<file path="src/pkg/gfs_consts.vh">
// How it works
// - each of five pins has its own function select and carries that source
// - function select is seven bits wide and resets to 01h, button/logic level
// - pin five accepts only a subset of the function codes
// - code 00h gives audio interface frame clocks on pins 1-3; reserved on pin 4
// - code 01h drives output level when direction 0; input when direction 1
// - codes 02h and 03h drive interrupt lines one and two
// - code 04h drives the derived output clock
// - codes 05h and 06h drive loop one and loop two clocks
// - codes 08h and 09h drive pwm generators one and two
// - codes 0Ah and 0Bh drive system and asynchronous clock underclock errors
// - codes 0Ch and 0Dh drive loop one and two lock, high locked
// - codes 0Fh and 10h drive loop one and two clock active
// - code 12h drives high once headphone detection completed
// - code 13h drives high for 31 us after each accessory detect event
// - code 15h gives a short pulse when the write sequencer finishes
// - code 16h drives high on control interface address error
// - codes 17h, 18h, 19h drive input path overflow, filter and fifo errors
// - codes 1Ah and 1Bh drive rate converter one and two lock
// - code 1Ch drives high on rate converter configuration error
// - codes 1Dh-21h drive the five range controller one status flags
// - codes 22h-26h drive the same five flags for range controller two
// - code 27h drives high on mixer dropped sample
`ifndef GFS_CONSTS_VH
`define GFS_CONSTS_VH

`define GFS_NUM_PINS        5
`define GFS_FN_W            7
`define GFS_ADDR_W          8
`define GFS_DATA_W          32

// register offsets
`define GFS_PIN_CTRL_BASE   8'h00
`define GFS_PIN_STATUS_ADDR 8'h14

// pin control field positions
`define GFS_FN_LSB          0
`define GFS_FN_MSB          6
`define GFS_LVL_BIT         14
`define GFS_DIR_BIT         15

// reset values
`define GFS_FN_RESET        7'h01
`define GFS_DIR_RESET       1'b1
`define GFS_LVL_RESET       1'b0

// function codes
`define GFS_FN_FRAME_CLK    7'h00
`define GFS_FN_GPIO         7'h01
`define GFS_FN_INTERRUPT_LINE_ONE         7'h02
`define GFS_FN_INTERRUPT_LINE_TWO         7'h03
`define GFS_FN_DERIVED_OUTPUT_CLOCK        7'h04
`define GFS_FN_FREQ_LOCKED_LOOP_ONE_CLK     7'h05
`define GFS_FN_FREQ_LOCKED_LOOP_TWO_CLK     7'h06
`define GFS_FN_PWM1         7'h08
`define GFS_FN_PWM2         7'h09
`define GFS_FN_SYS_UNDER    7'h0A
`define GFS_FN_ASY_UNDER    7'h0B
`define GFS_FN_FREQ_LOCKED_LOOP_ONE_LOCK    7'h0C
`define GFS_FN_FREQ_LOCKED_LOOP_TWO_LOCK    7'h0D
`define GFS_FN_FREQ_LOCKED_LOOP_ONE_OK      7'h0F
`define GFS_FN_FREQ_LOCKED_LOOP_TWO_OK      7'h10
`define GFS_FN_HP_DET       7'h12
`define GFS_FN_ACC_DET      7'h13
`define GFS_FN_WSEQ_DONE    7'h15
`define GFS_FN_ADDR_ERR     7'h16
`define GFS_FN_ADC_OVF      7'h17
`define GFS_FN_ADC_CIC      7'h18
`define GFS_FN_ADC_FIFO     7'h19
`define GFS_FN_RC1_LOCK     7'h1A
`define GFS_FN_RC2_LOCK     7'h1B
`define GFS_FN_RC_CFG_ERR   7'h1C
`define GFS_FN_RNG1_FIRST   7'h1D
`define GFS_FN_RNG2_FIRST   7'h22
`define GFS_FN_MIX_DROP     7'h27

// timing
`define GFS_CLK_PERIOD_NS   4
`define GFS_ACC_PULSE_NS    31000
`define GFS_WSEQ_PULSE_NS   32
// pulse lengths in core_clk cycles: 31 us and 32 ns at 4 ns
`define GFS_ACC_PULSE_CYCLES  16'h1E46
`define GFS_WSEQ_PULSE_CYCLES 16'h0008

`endif

</file>
<file path="src/verilog/unused_placeholder_none.v">
`timescale 1ns/10ps

</file>
<file path="src/verilog/gfs_pulse_gen.v">
`timescale 1ns/10ps
////////////////////////////////////////////////////////////////////////////////
// one-shot pulse of fixed length, restarted by each trigger
module gfs_pulse_gen
#(
    parameter CNT_W  = 16,
    parameter [CNT_W-1:0] LENGTH = 16'd1
)
(
    input  wire             core_clk,
    input  wire             rst_b,
    input  wire             trigger,
    output reg              pulse
);

reg  [CNT_W-1:0] remain;
wire [CNT_W-1:0] next_remain;

assign next_remain = trigger ? LENGTH :
                     (remain != {CNT_W{1'b0}}) ? remain - {{(CNT_W-1){1'b0}}, 1'b1} : remain;

always @(posedge core_clk or negedge rst_b)
begin
    if (!rst_b)
    begin
        remain <= {CNT_W{1'b0}};
        pulse  <= 1'b0;
    end
    else
    begin
        remain <= next_remain;
        pulse  <= (next_remain != {CNT_W{1'b0}});
    end
end

endmodule // gfs_pulse_gen

</file>
<file path="src/verilog/gfs_function_mux.v">
`timescale 1ns/10ps
`include "gfs_consts.vh"
////////////////////////////////////////////////////////////////////////////////
// function select multiplexer for five general-purpose pins
module gfs_function_mux
#(
    parameter NUM_PINS        = `GFS_NUM_PINS,
    parameter FN_W            = `GFS_FN_W,
    parameter PULSE_CNT_W     = 16,
    parameter [PULSE_CNT_W-1:0] ACC_PULSE_CYCLES  = `GFS_ACC_PULSE_CYCLES,
    parameter [PULSE_CNT_W-1:0] WSEQ_PULSE_CYCLES = `GFS_WSEQ_PULSE_CYCLES
)
(
    input  wire                     core_clk,
    input  wire                     rst_b,
    // register port
    input  wire [`GFS_ADDR_W-1:0]   reg_addr,
    input  wire [`GFS_DATA_W-1:0]   reg_wdata,
    input  wire                     reg_wr,
    input  wire                     reg_rd,
    output reg  [`GFS_DATA_W-1:0]   reg_rdata,
    // pins
    input  wire [NUM_PINS-1:0]      pin_in,
    output reg  [NUM_PINS-1:0]      pin_out,
    output wire [NUM_PINS-1:0]      pin_oe,
    output reg  [NUM_PINS-1:0]      pin_input_level,
    // sources
    input  wire                     audio_if1_tx_frame_clock,
    input  wire                     audio_if2_tx_frame_clock,
    input  wire                     audio_if3_tx_frame_clock,
    input  wire                     interrupt_line_one,
    input  wire                     interrupt_line_two,
    input  wire                     derived_output_clock,
    input  wire                     freq_locked_loop_one_clock,
    input  wire                     freq_locked_loop_two_clock,
    input  wire                     pwm_one,
    input  wire                     pwm_two,
    input  wire                     main_system_clock_underclocked,
    input  wire                     asynchronous_clock_underclocked,
    input  wire                     freq_locked_loop_one_lock,
    input  wire                     freq_locked_loop_two_lock,
    input  wire                     freq_locked_loop_one_clock_ok,
    input  wire                     freq_locked_loop_two_clock_ok,
    input  wire                     headphone_detect_done,
    input  wire                     accessory_detect_event,
    input  wire                     write_seq_done_event,
    input  wire                     ctrl_addr_error,
    input  wire                     adc_overflow_error,
    input  wire                     adc_decimation_error,
    input  wire                     adc_fifo_error,
    input  wire                     rate_converter_one_lock,
    input  wire                     rate_converter_two_lock,
    input  wire                     rate_converter_cfg_error,
    input  wire [4:0]               range_controller_one_status,
    input  wire [4:0]               range_controller_two_status,
    input  wire                     mixer_dropped_sample
);

////////////////////////////////////////////////////////////////////////////////
// helper functions

// pin five accepts only the codes listed here
function fn_allowed;
    input integer    pin;
    input [FN_W-1:0] code;
    begin
        if (pin != NUM_PINS - 1)
            fn_allowed = 1'b1;
        else
        begin
            case (code)
                `GFS_FN_GPIO,
                `GFS_FN_INTERRUPT_LINE_ONE,
                `GFS_FN_INTERRUPT_LINE_TWO,
                `GFS_FN_DERIVED_OUTPUT_CLOCK,
                `GFS_FN_FREQ_LOCKED_LOOP_ONE_CLK,
                `GFS_FN_FREQ_LOCKED_LOOP_TWO_CLK,
                `GFS_FN_PWM1,
                `GFS_FN_PWM2:
                    fn_allowed = 1'b1;
                default:
                    fn_allowed = 1'b0;
            endcase
        end
    end
endfunction

// decode of a register address to a pin index, or all ones when not a pin
function [2:0] pin_of_addr;
    input [`GFS_ADDR_W-1:0] addr;
    begin
        case (addr)
            `GFS_PIN_CTRL_BASE + 8'h00: pin_of_addr = 3'h0;
            `GFS_PIN_CTRL_BASE + 8'h04: pin_of_addr = 3'h1;
            `GFS_PIN_CTRL_BASE + 8'h08: pin_of_addr = 3'h2;
            `GFS_PIN_CTRL_BASE + 8'h0C: pin_of_addr = 3'h3;
            `GFS_PIN_CTRL_BASE + 8'h10: pin_of_addr = 3'h4;
            default:                    pin_of_addr = 3'h7;
        endcase
    end
endfunction

////////////////////////////////////////////////////////////////////////////////
// event stretchers

wire acc_pulse;
wire wseq_pulse;

gfs_pulse_gen
#(
    .CNT_W  (PULSE_CNT_W),
    .LENGTH (ACC_PULSE_CYCLES)
)
u_acc_pulse
(
    .core_clk (core_clk),
    .rst_b    (rst_b),
    .trigger  (accessory_detect_event),
    .pulse    (acc_pulse)
);

gfs_pulse_gen
#(
    .CNT_W  (PULSE_CNT_W),
    .LENGTH (WSEQ_PULSE_CYCLES)
)
u_wseq_pulse
(
    .core_clk (core_clk),
    .rst_b    (rst_b),
    .trigger  (write_seq_done_event),
    .pulse    (wseq_pulse)
);

////////////////////////////////////////////////////////////////////////////////
// source table indexed by function code

wire [127:0] src;

assign src[0]     = 1'b0;                                // pin specific, see below
assign src[1]     = 1'b0;                                // pin specific, see below
assign src[2]     = interrupt_line_one;
assign src[3]     = interrupt_line_two;
assign src[4]     = derived_output_clock;
assign src[5]     = freq_locked_loop_one_clock;
assign src[6]     = freq_locked_loop_two_clock;
assign src[7]     = 1'b0;
assign src[8]     = pwm_one;
assign src[9]     = pwm_two;
assign src[10]    = main_system_clock_underclocked;
assign src[11]    = asynchronous_clock_underclocked;
assign src[12]    = freq_locked_loop_one_lock;
assign src[13]    = freq_locked_loop_two_lock;
assign src[14]    = 1'b0;
assign src[15]    = freq_locked_loop_one_clock_ok;
assign src[16]    = freq_locked_loop_two_clock_ok;
assign src[17]    = 1'b0;
assign src[18]    = headphone_detect_done;
assign src[19]    = acc_pulse;
assign src[20]    = 1'b0;
assign src[21]    = wseq_pulse;
assign src[22]    = ctrl_addr_error;
assign src[23]    = adc_overflow_error;
assign src[24]    = adc_decimation_error;
assign src[25]    = adc_fifo_error;
assign src[26]    = rate_converter_one_lock;
assign src[27]    = rate_converter_two_lock;
assign src[28]    = rate_converter_cfg_error;
assign src[33:29] = range_controller_one_status;
assign src[38:34] = range_controller_two_status;
assign src[39]    = mixer_dropped_sample;
assign src[127:40] = {88{1'b0}};

// frame clock per pin for code 00h; the fourth and fifth have none
wire [NUM_PINS-1:0] frame_clk;

assign frame_clk = {2'b00,
                    audio_if3_tx_frame_clock,
                    audio_if2_tx_frame_clock,
                    audio_if1_tx_frame_clock};

////////////////////////////////////////////////////////////////////////////////
// pin control registers

reg  [FN_W-1:0]     pin_function_select [0:NUM_PINS-1];
reg  [NUM_PINS-1:0] pin_direction;
reg  [NUM_PINS-1:0] pin_output_level;
wire [2:0]          wr_pin;
wire [2:0]          rd_pin;
wire [FN_W-1:0]     wr_code;

assign wr_pin  = pin_of_addr(reg_addr);
assign rd_pin  = pin_of_addr(reg_addr);
assign wr_code = reg_wdata[`GFS_FN_MSB:`GFS_FN_LSB];

genvar gi;
generate
    for (gi = 0; gi < NUM_PINS; gi = gi + 1)
    begin : g_ctrl
        always @(posedge core_clk or negedge rst_b)
        begin
            if (!rst_b)
            begin
                pin_function_select[gi] <= `GFS_FN_RESET;
                pin_direction[gi]       <= `GFS_DIR_RESET;
                pin_output_level[gi]    <= `GFS_LVL_RESET;
            end
            else if (reg_wr && (wr_pin == gi))
            begin
                if (fn_allowed(gi, wr_code))
                    pin_function_select[gi] <= wr_code;
                pin_direction[gi]       <= reg_wdata[`GFS_DIR_BIT];
                pin_output_level[gi]    <= reg_wdata[`GFS_LVL_BIT];
            end
        end
    end
endgenerate

////////////////////////////////////////////////////////////////////////////////
// output selection per pin

reg [NUM_PINS-1:0] next_pin_out;
integer            pi;

always @*
begin
    next_pin_out = {NUM_PINS{1'b0}};
    for (pi = 0; pi < NUM_PINS; pi = pi + 1)
    begin
        case (pin_function_select[pi])
            `GFS_FN_FRAME_CLK:
                next_pin_out[pi] = frame_clk[pi];
            `GFS_FN_GPIO:
                next_pin_out[pi] = pin_output_level[pi];
            default:
                next_pin_out[pi] = src[pin_function_select[pi]];
        endcase
    end
end

// direction 0 drives the pin, direction 1 leaves it an input
assign pin_oe = ~pin_direction;

always @(posedge core_clk or negedge rst_b)
begin
    if (!rst_b)
    begin
        pin_out         <= {NUM_PINS{1'b0}};
        pin_input_level <= {NUM_PINS{1'b0}};
    end
    else
    begin
        pin_out         <= next_pin_out;
        pin_input_level <= pin_in;
    end
end

////////////////////////////////////////////////////////////////////////////////
// register read back

reg [`GFS_DATA_W-1:0] next_rdata;

always @*
begin
    next_rdata = {`GFS_DATA_W{1'b0}};
    if (reg_rd)
    begin
        if (reg_addr == `GFS_PIN_STATUS_ADDR)
            next_rdata[NUM_PINS-1:0] = pin_input_level;
        else if (rd_pin < NUM_PINS)
        begin
            next_rdata[`GFS_FN_MSB:`GFS_FN_LSB] = pin_function_select[rd_pin];
            next_rdata[`GFS_LVL_BIT]            = pin_output_level[rd_pin];
            next_rdata[`GFS_DIR_BIT]            = pin_direction[rd_pin];
        end
    end
end

always @(posedge core_clk or negedge rst_b)
begin
    if (!rst_b)
        reg_rdata <= {`GFS_DATA_W{1'b0}};
    else
        reg_rdata <= next_rdata;
end

endmodule // gfs_function_mux

</file>
<file path="config.mk">
export PLATFORM = sky130hd
export DESIGN_NAME = gfs_function_mux
export DESIGN_NICKNAME = d
export VERILOG_FILES = /design/src/verilog/unused_placeholder_none.v /design/src/verilog/gfs_pulse_gen.v /design/src/verilog/gfs_function_mux.v
export VERILOG_INCLUDE_DIRS = /design/src /design/src/pkg
export SDC_FILE = /design/constraint.sdc
export NUM_CORES = 1
export LEC_CHECK = 0
export ABC_AREA = 1
export BUFFER_PORTS_ARGS = -buffer_cell sky130_fd_sc_hd__buf_4
export CORE_UTILIZATION = 29
export DETAILED_ROUTE_END_ITERATION = 16
export GPL_TIMING_DRIVEN = 0
export PLACE_DENSITY = 0.44
export SYNTH_ARGS = -nofsm -noshare
export SYNTH_HDL_FRONTEND = slang
export SYNTH_SLANG_ARGS = --single-unit
</file>
<file path="constraint.sdc">
create_clock -name core_clk -period 2.01 [get_ports core_clk]
set_input_delay 0.201 -clock core_clk [delete_from_list [all_inputs] [get_ports core_clk]]
set_output_delay 0.201 -clock core_clk [all_outputs]
set_load 0.02 [all_outputs]
</file>
==> metrics <==
outcome=finished clean; Clock power frac=29.0%; Tmin final=1.89 ns; clock latency on the worst-skew pair=0.36 ns; sequential power share=38.7%; Nets=1240; CP Class=reg2reg; DRT iter0 DRCs=439; Crit Path Max Fanout=10; Multi-input gate area=3700 sq um; Setup crit end kind=flip-flop; vias in the first global route=6736; Tot GR Track Use=20.4%; worst path required time=2.24 ns; Hold Path Depth=2; initial antenna violation count=0; hold_sp=write_seq_done_event; CP top delay family=simple AND/OR/NAND/NOR gates; DP HPWL=19300 um; Setup TNS Final=0 ns; clk slew on worst S/H paths=0.08 ns; MaxCap Viol Count=0; std cell rows=56; Area growth syn-to-layout=23.6%; Worst-Margin Slew=0.542 ns; PortBufs=86; switching pwr=2.29 mW; register area=2460 sq um; first drt pass iteration count=5; via-per-instance ratio=4.81; final WL=24700 um; Pleak=4.21 nW; global-route wire length before repair=37800 um; Final Power=6.05 mW; r2r endpoint=u_acc_pulse.pulse; most frequent CP cell=nand4_1; CP startpoint kind=flip-flop; root buf cell=clkbuf_16; Pint=3.76 mW; PwrDens=709 nW/um^2; Die Ht=156 um; Reg2Reg Launch Point=u_acc_pulse.remain[1]; sequential fraction of the synthesis area=35.7%; total gr overflow=0; core box area=23400 sq um; Fmax=0.528 GHz; max incr delay on CP=0.41 ns; min-delay worst type=in2reg; post-synth cell types=43; reg2reg setup slack=0.12 ns; Worst Skew=0.0150 ns; Comb power frac=32.3%; # IOs=133; Routed Antenna Nets=0; Hold EP=u_wseq_pulse.remain[2]; YS warnings=0; vias=7084; htree depth=3; fin crit share=94.3%; worst path buffer plus inverter count=2; FF-to-FF path depth=10; Die W=156 um; Sw Share=37.9%; Slew Limit Fails=0; Final Hold Vio Count=0; largest net degree at the start of global routing=99; slowest CP cell=dfrtp_1; Final GP Congestion=0.948; die footprint=24400 sq um; CTS Buffer Depth=2; CP Data Arrival Time=2.12 ns; initial core utilization=29.5%; # setup viols final=0; TritonCTS buffer count=9; CTS tree=done; Synth Register Bits=98; ANT cells=0; crit-path cells=inv_1, ha_1, nand2_1, nor2_4, nand2_2, buf_6, nand4_1, nand4_1, nor3_2, nand3_1; Post-route DRC=0; Worst VDD drop=0.487 mV; Rel. slew slack=63.9%; share of cells above drive strength 1=17.4%; # clock sinks=98; Routed WL per cell=16.7 um; Syn Area/Cell=6.77 sq um; Post-Syn Instances=1020; synthesized cell area=6910 sq um; FILL cells=2611
## cell usage in the layout, fill, tap and decap left out, drive strengths merged
cell type and instances:
nand2 251, inv 154, buf 129, nor2 116
o21ai 105, dfrtp 88, nand3 73, a21oi 69
nand4 24, conb 23, o211ai 22, clkbuf 21
xor2 13, dfstp 10, nor3 9, o2111ai 6
o221ai 6, dlygate4sd3 6, nand3b 4, o22ai 4
ha 4, clkinv 4, o31ai 3, nor4 3
a31oi 2, o21bai 2, or4 1, or2 1
xnor2 1, clkinvlp 1
## worst max-delay path by stage
stage                               to  slack, ns              startpoint  cells after the start
floorplan            u_acc_pulse.pulse       0.30   u_acc_pulse.remain[0]                     10
global placement     u_acc_pulse.pulse      -0.23   u_acc_pulse.remain[0]                     10
detailed placement   u_acc_pulse.pulse      -0.27   u_acc_pulse.remain[0]                     10
CTS                 u_wseq_pulse.pulse       0.02  u_wseq_pulse.remain[2]                     11
global route        u_wseq_pulse.pulse    -0.0005  u_wseq_pulse.remain[0]                     12
finish               u_acc_pulse.pulse       0.12   u_acc_pulse.remain[1]                     10
## Yosys cell counts
cell type	number	area share (%)
buf_1	2	0.11
nand2_2	4	0.36
nand3_1	71	5.1
o22ai_1	4	0.36
o221ai_1	6	0.76
or2_2	1	0.091
clkbuf_1	13	0.71
conb_1	1	0.054
clkinv_1	1	0.054
o211ai_1	22	2.4
a21oi_2	2	0.25
o21ai_4	1	0.24
inv_1	150	8.2
nor2_1	109	5.9
a21oi_1	67	4.9
nor2_4	2	0.33
buf_6	5	0.82
buf_4	23	2.5
nand4_4	1	0.31
nor3_1	9	0.65
xnor2_1	1	0.13
xor2_1	13	1.6
nand3_2	2	0.29
ha_1	4	0.72
o31ai_1	3	0.33
buf_2	7	0.51
nand2_4	4	0.65
nor2_8	2	0.58
nand2_1	243	13
dfstp_2	10	3.8
or4_1	1	0.11
nor2_2	3	0.27
dfrtp_1	88	32
o21ai_1	31	2.2
nand3b_1	4	0.43
a31oi_1	2	0.18
inv_2	1	0.054
o21ai_2	5	0.63
o21ai_0	68	4.9
o21bai_1	2	0.22
nand4_1	23	2.1
o2111ai_1	6	0.76
nor4_1	3	0.27
## repair_timing
item                                    in CTS  in global routing
endpoints found under the hold margin        5                 22
endpoints found under the setup margin       2                  5
buffers inserted                             1                  3
pin swaps                                    1                  2
resized for setup                            9                 29
hold buffers                                 5                  1
## power groups by stage
stage	clock network [mW]	logic, mW	registers (mW)
after floorplan	0	1.32	2.33
after global placement	0	1.90	2.37
after detailed placement	0	1.89	2.37
after CTS	1.83	1.91	2.33
after global routing	1.90	2.22	2.37
final	1.75	1.96	2.34
## logic make-up after synthesis
group	after synthesis	share of synthesized area, %
other	1	0.0543
AO/OA/AOI/OAI	219	18.2
AND/OR/NAND/NOR	482	30.7
XOR/XNOR	14	1.78
buffers and inverters	202	12.9
flip-flops	98	35.7
adder cells (fa/ha/maj)	4	0.725
## cell type report
class,instances,area share [%]
inverter,152,6.69
sequential,98,28.9
multi-input combinational,742,43.3
timing repair buffer,97,8.99
buffer,50,3.94
clock buffer,9,2.64
tap,319,4.68
clock inverter,7,0.836
## metrics by stage
step | hold WS (ns) | setup slack [ns] | instances | cell area, sq um | util, %
3_5_place_dp | 0.313 | -0.270 | 1447 | 8030 | 34.3
4_1_cts | 0.00875 | 0.0234 | 1469 | 8410 | 35.9
5_1_grt | 0.0185 | -0.000489 | 1474 | 8530 | 36.5
6_report | 0.0250 | 0.115 | 1474 | 8530 | 36.5
3_3_place_gp | 0.311 | -0.226 | 1447 | 8030 | 34.3
2_1_floorplan | -0.0946 | 0.304 | 1042 | 6990 | -
## metal layers
layer  track usage, %  vias to the layer above  part of all wire [%]
li1                 -                     3546                     -
met5                0                        -                     0
met2             34.2                      211                    47
met3             2.96                       38                   5.1
met1             27.1                     3289                    45
met4             6.07                        0                   2.2
## registers in the layout, indices dropped and copies added, names as in the netlist
name	cells
u_acc_pulse.pulse	1
pin_direction	5
u_wseq_pulse.remain	16
pin_out	5
pin_function_select	35
pin_input_level	5
pin_output_level	5
u_wseq_pulse.pulse	1
reg_rdata	9
u_acc_pulse.remain	16
Power figures use the tool's default switching activity.
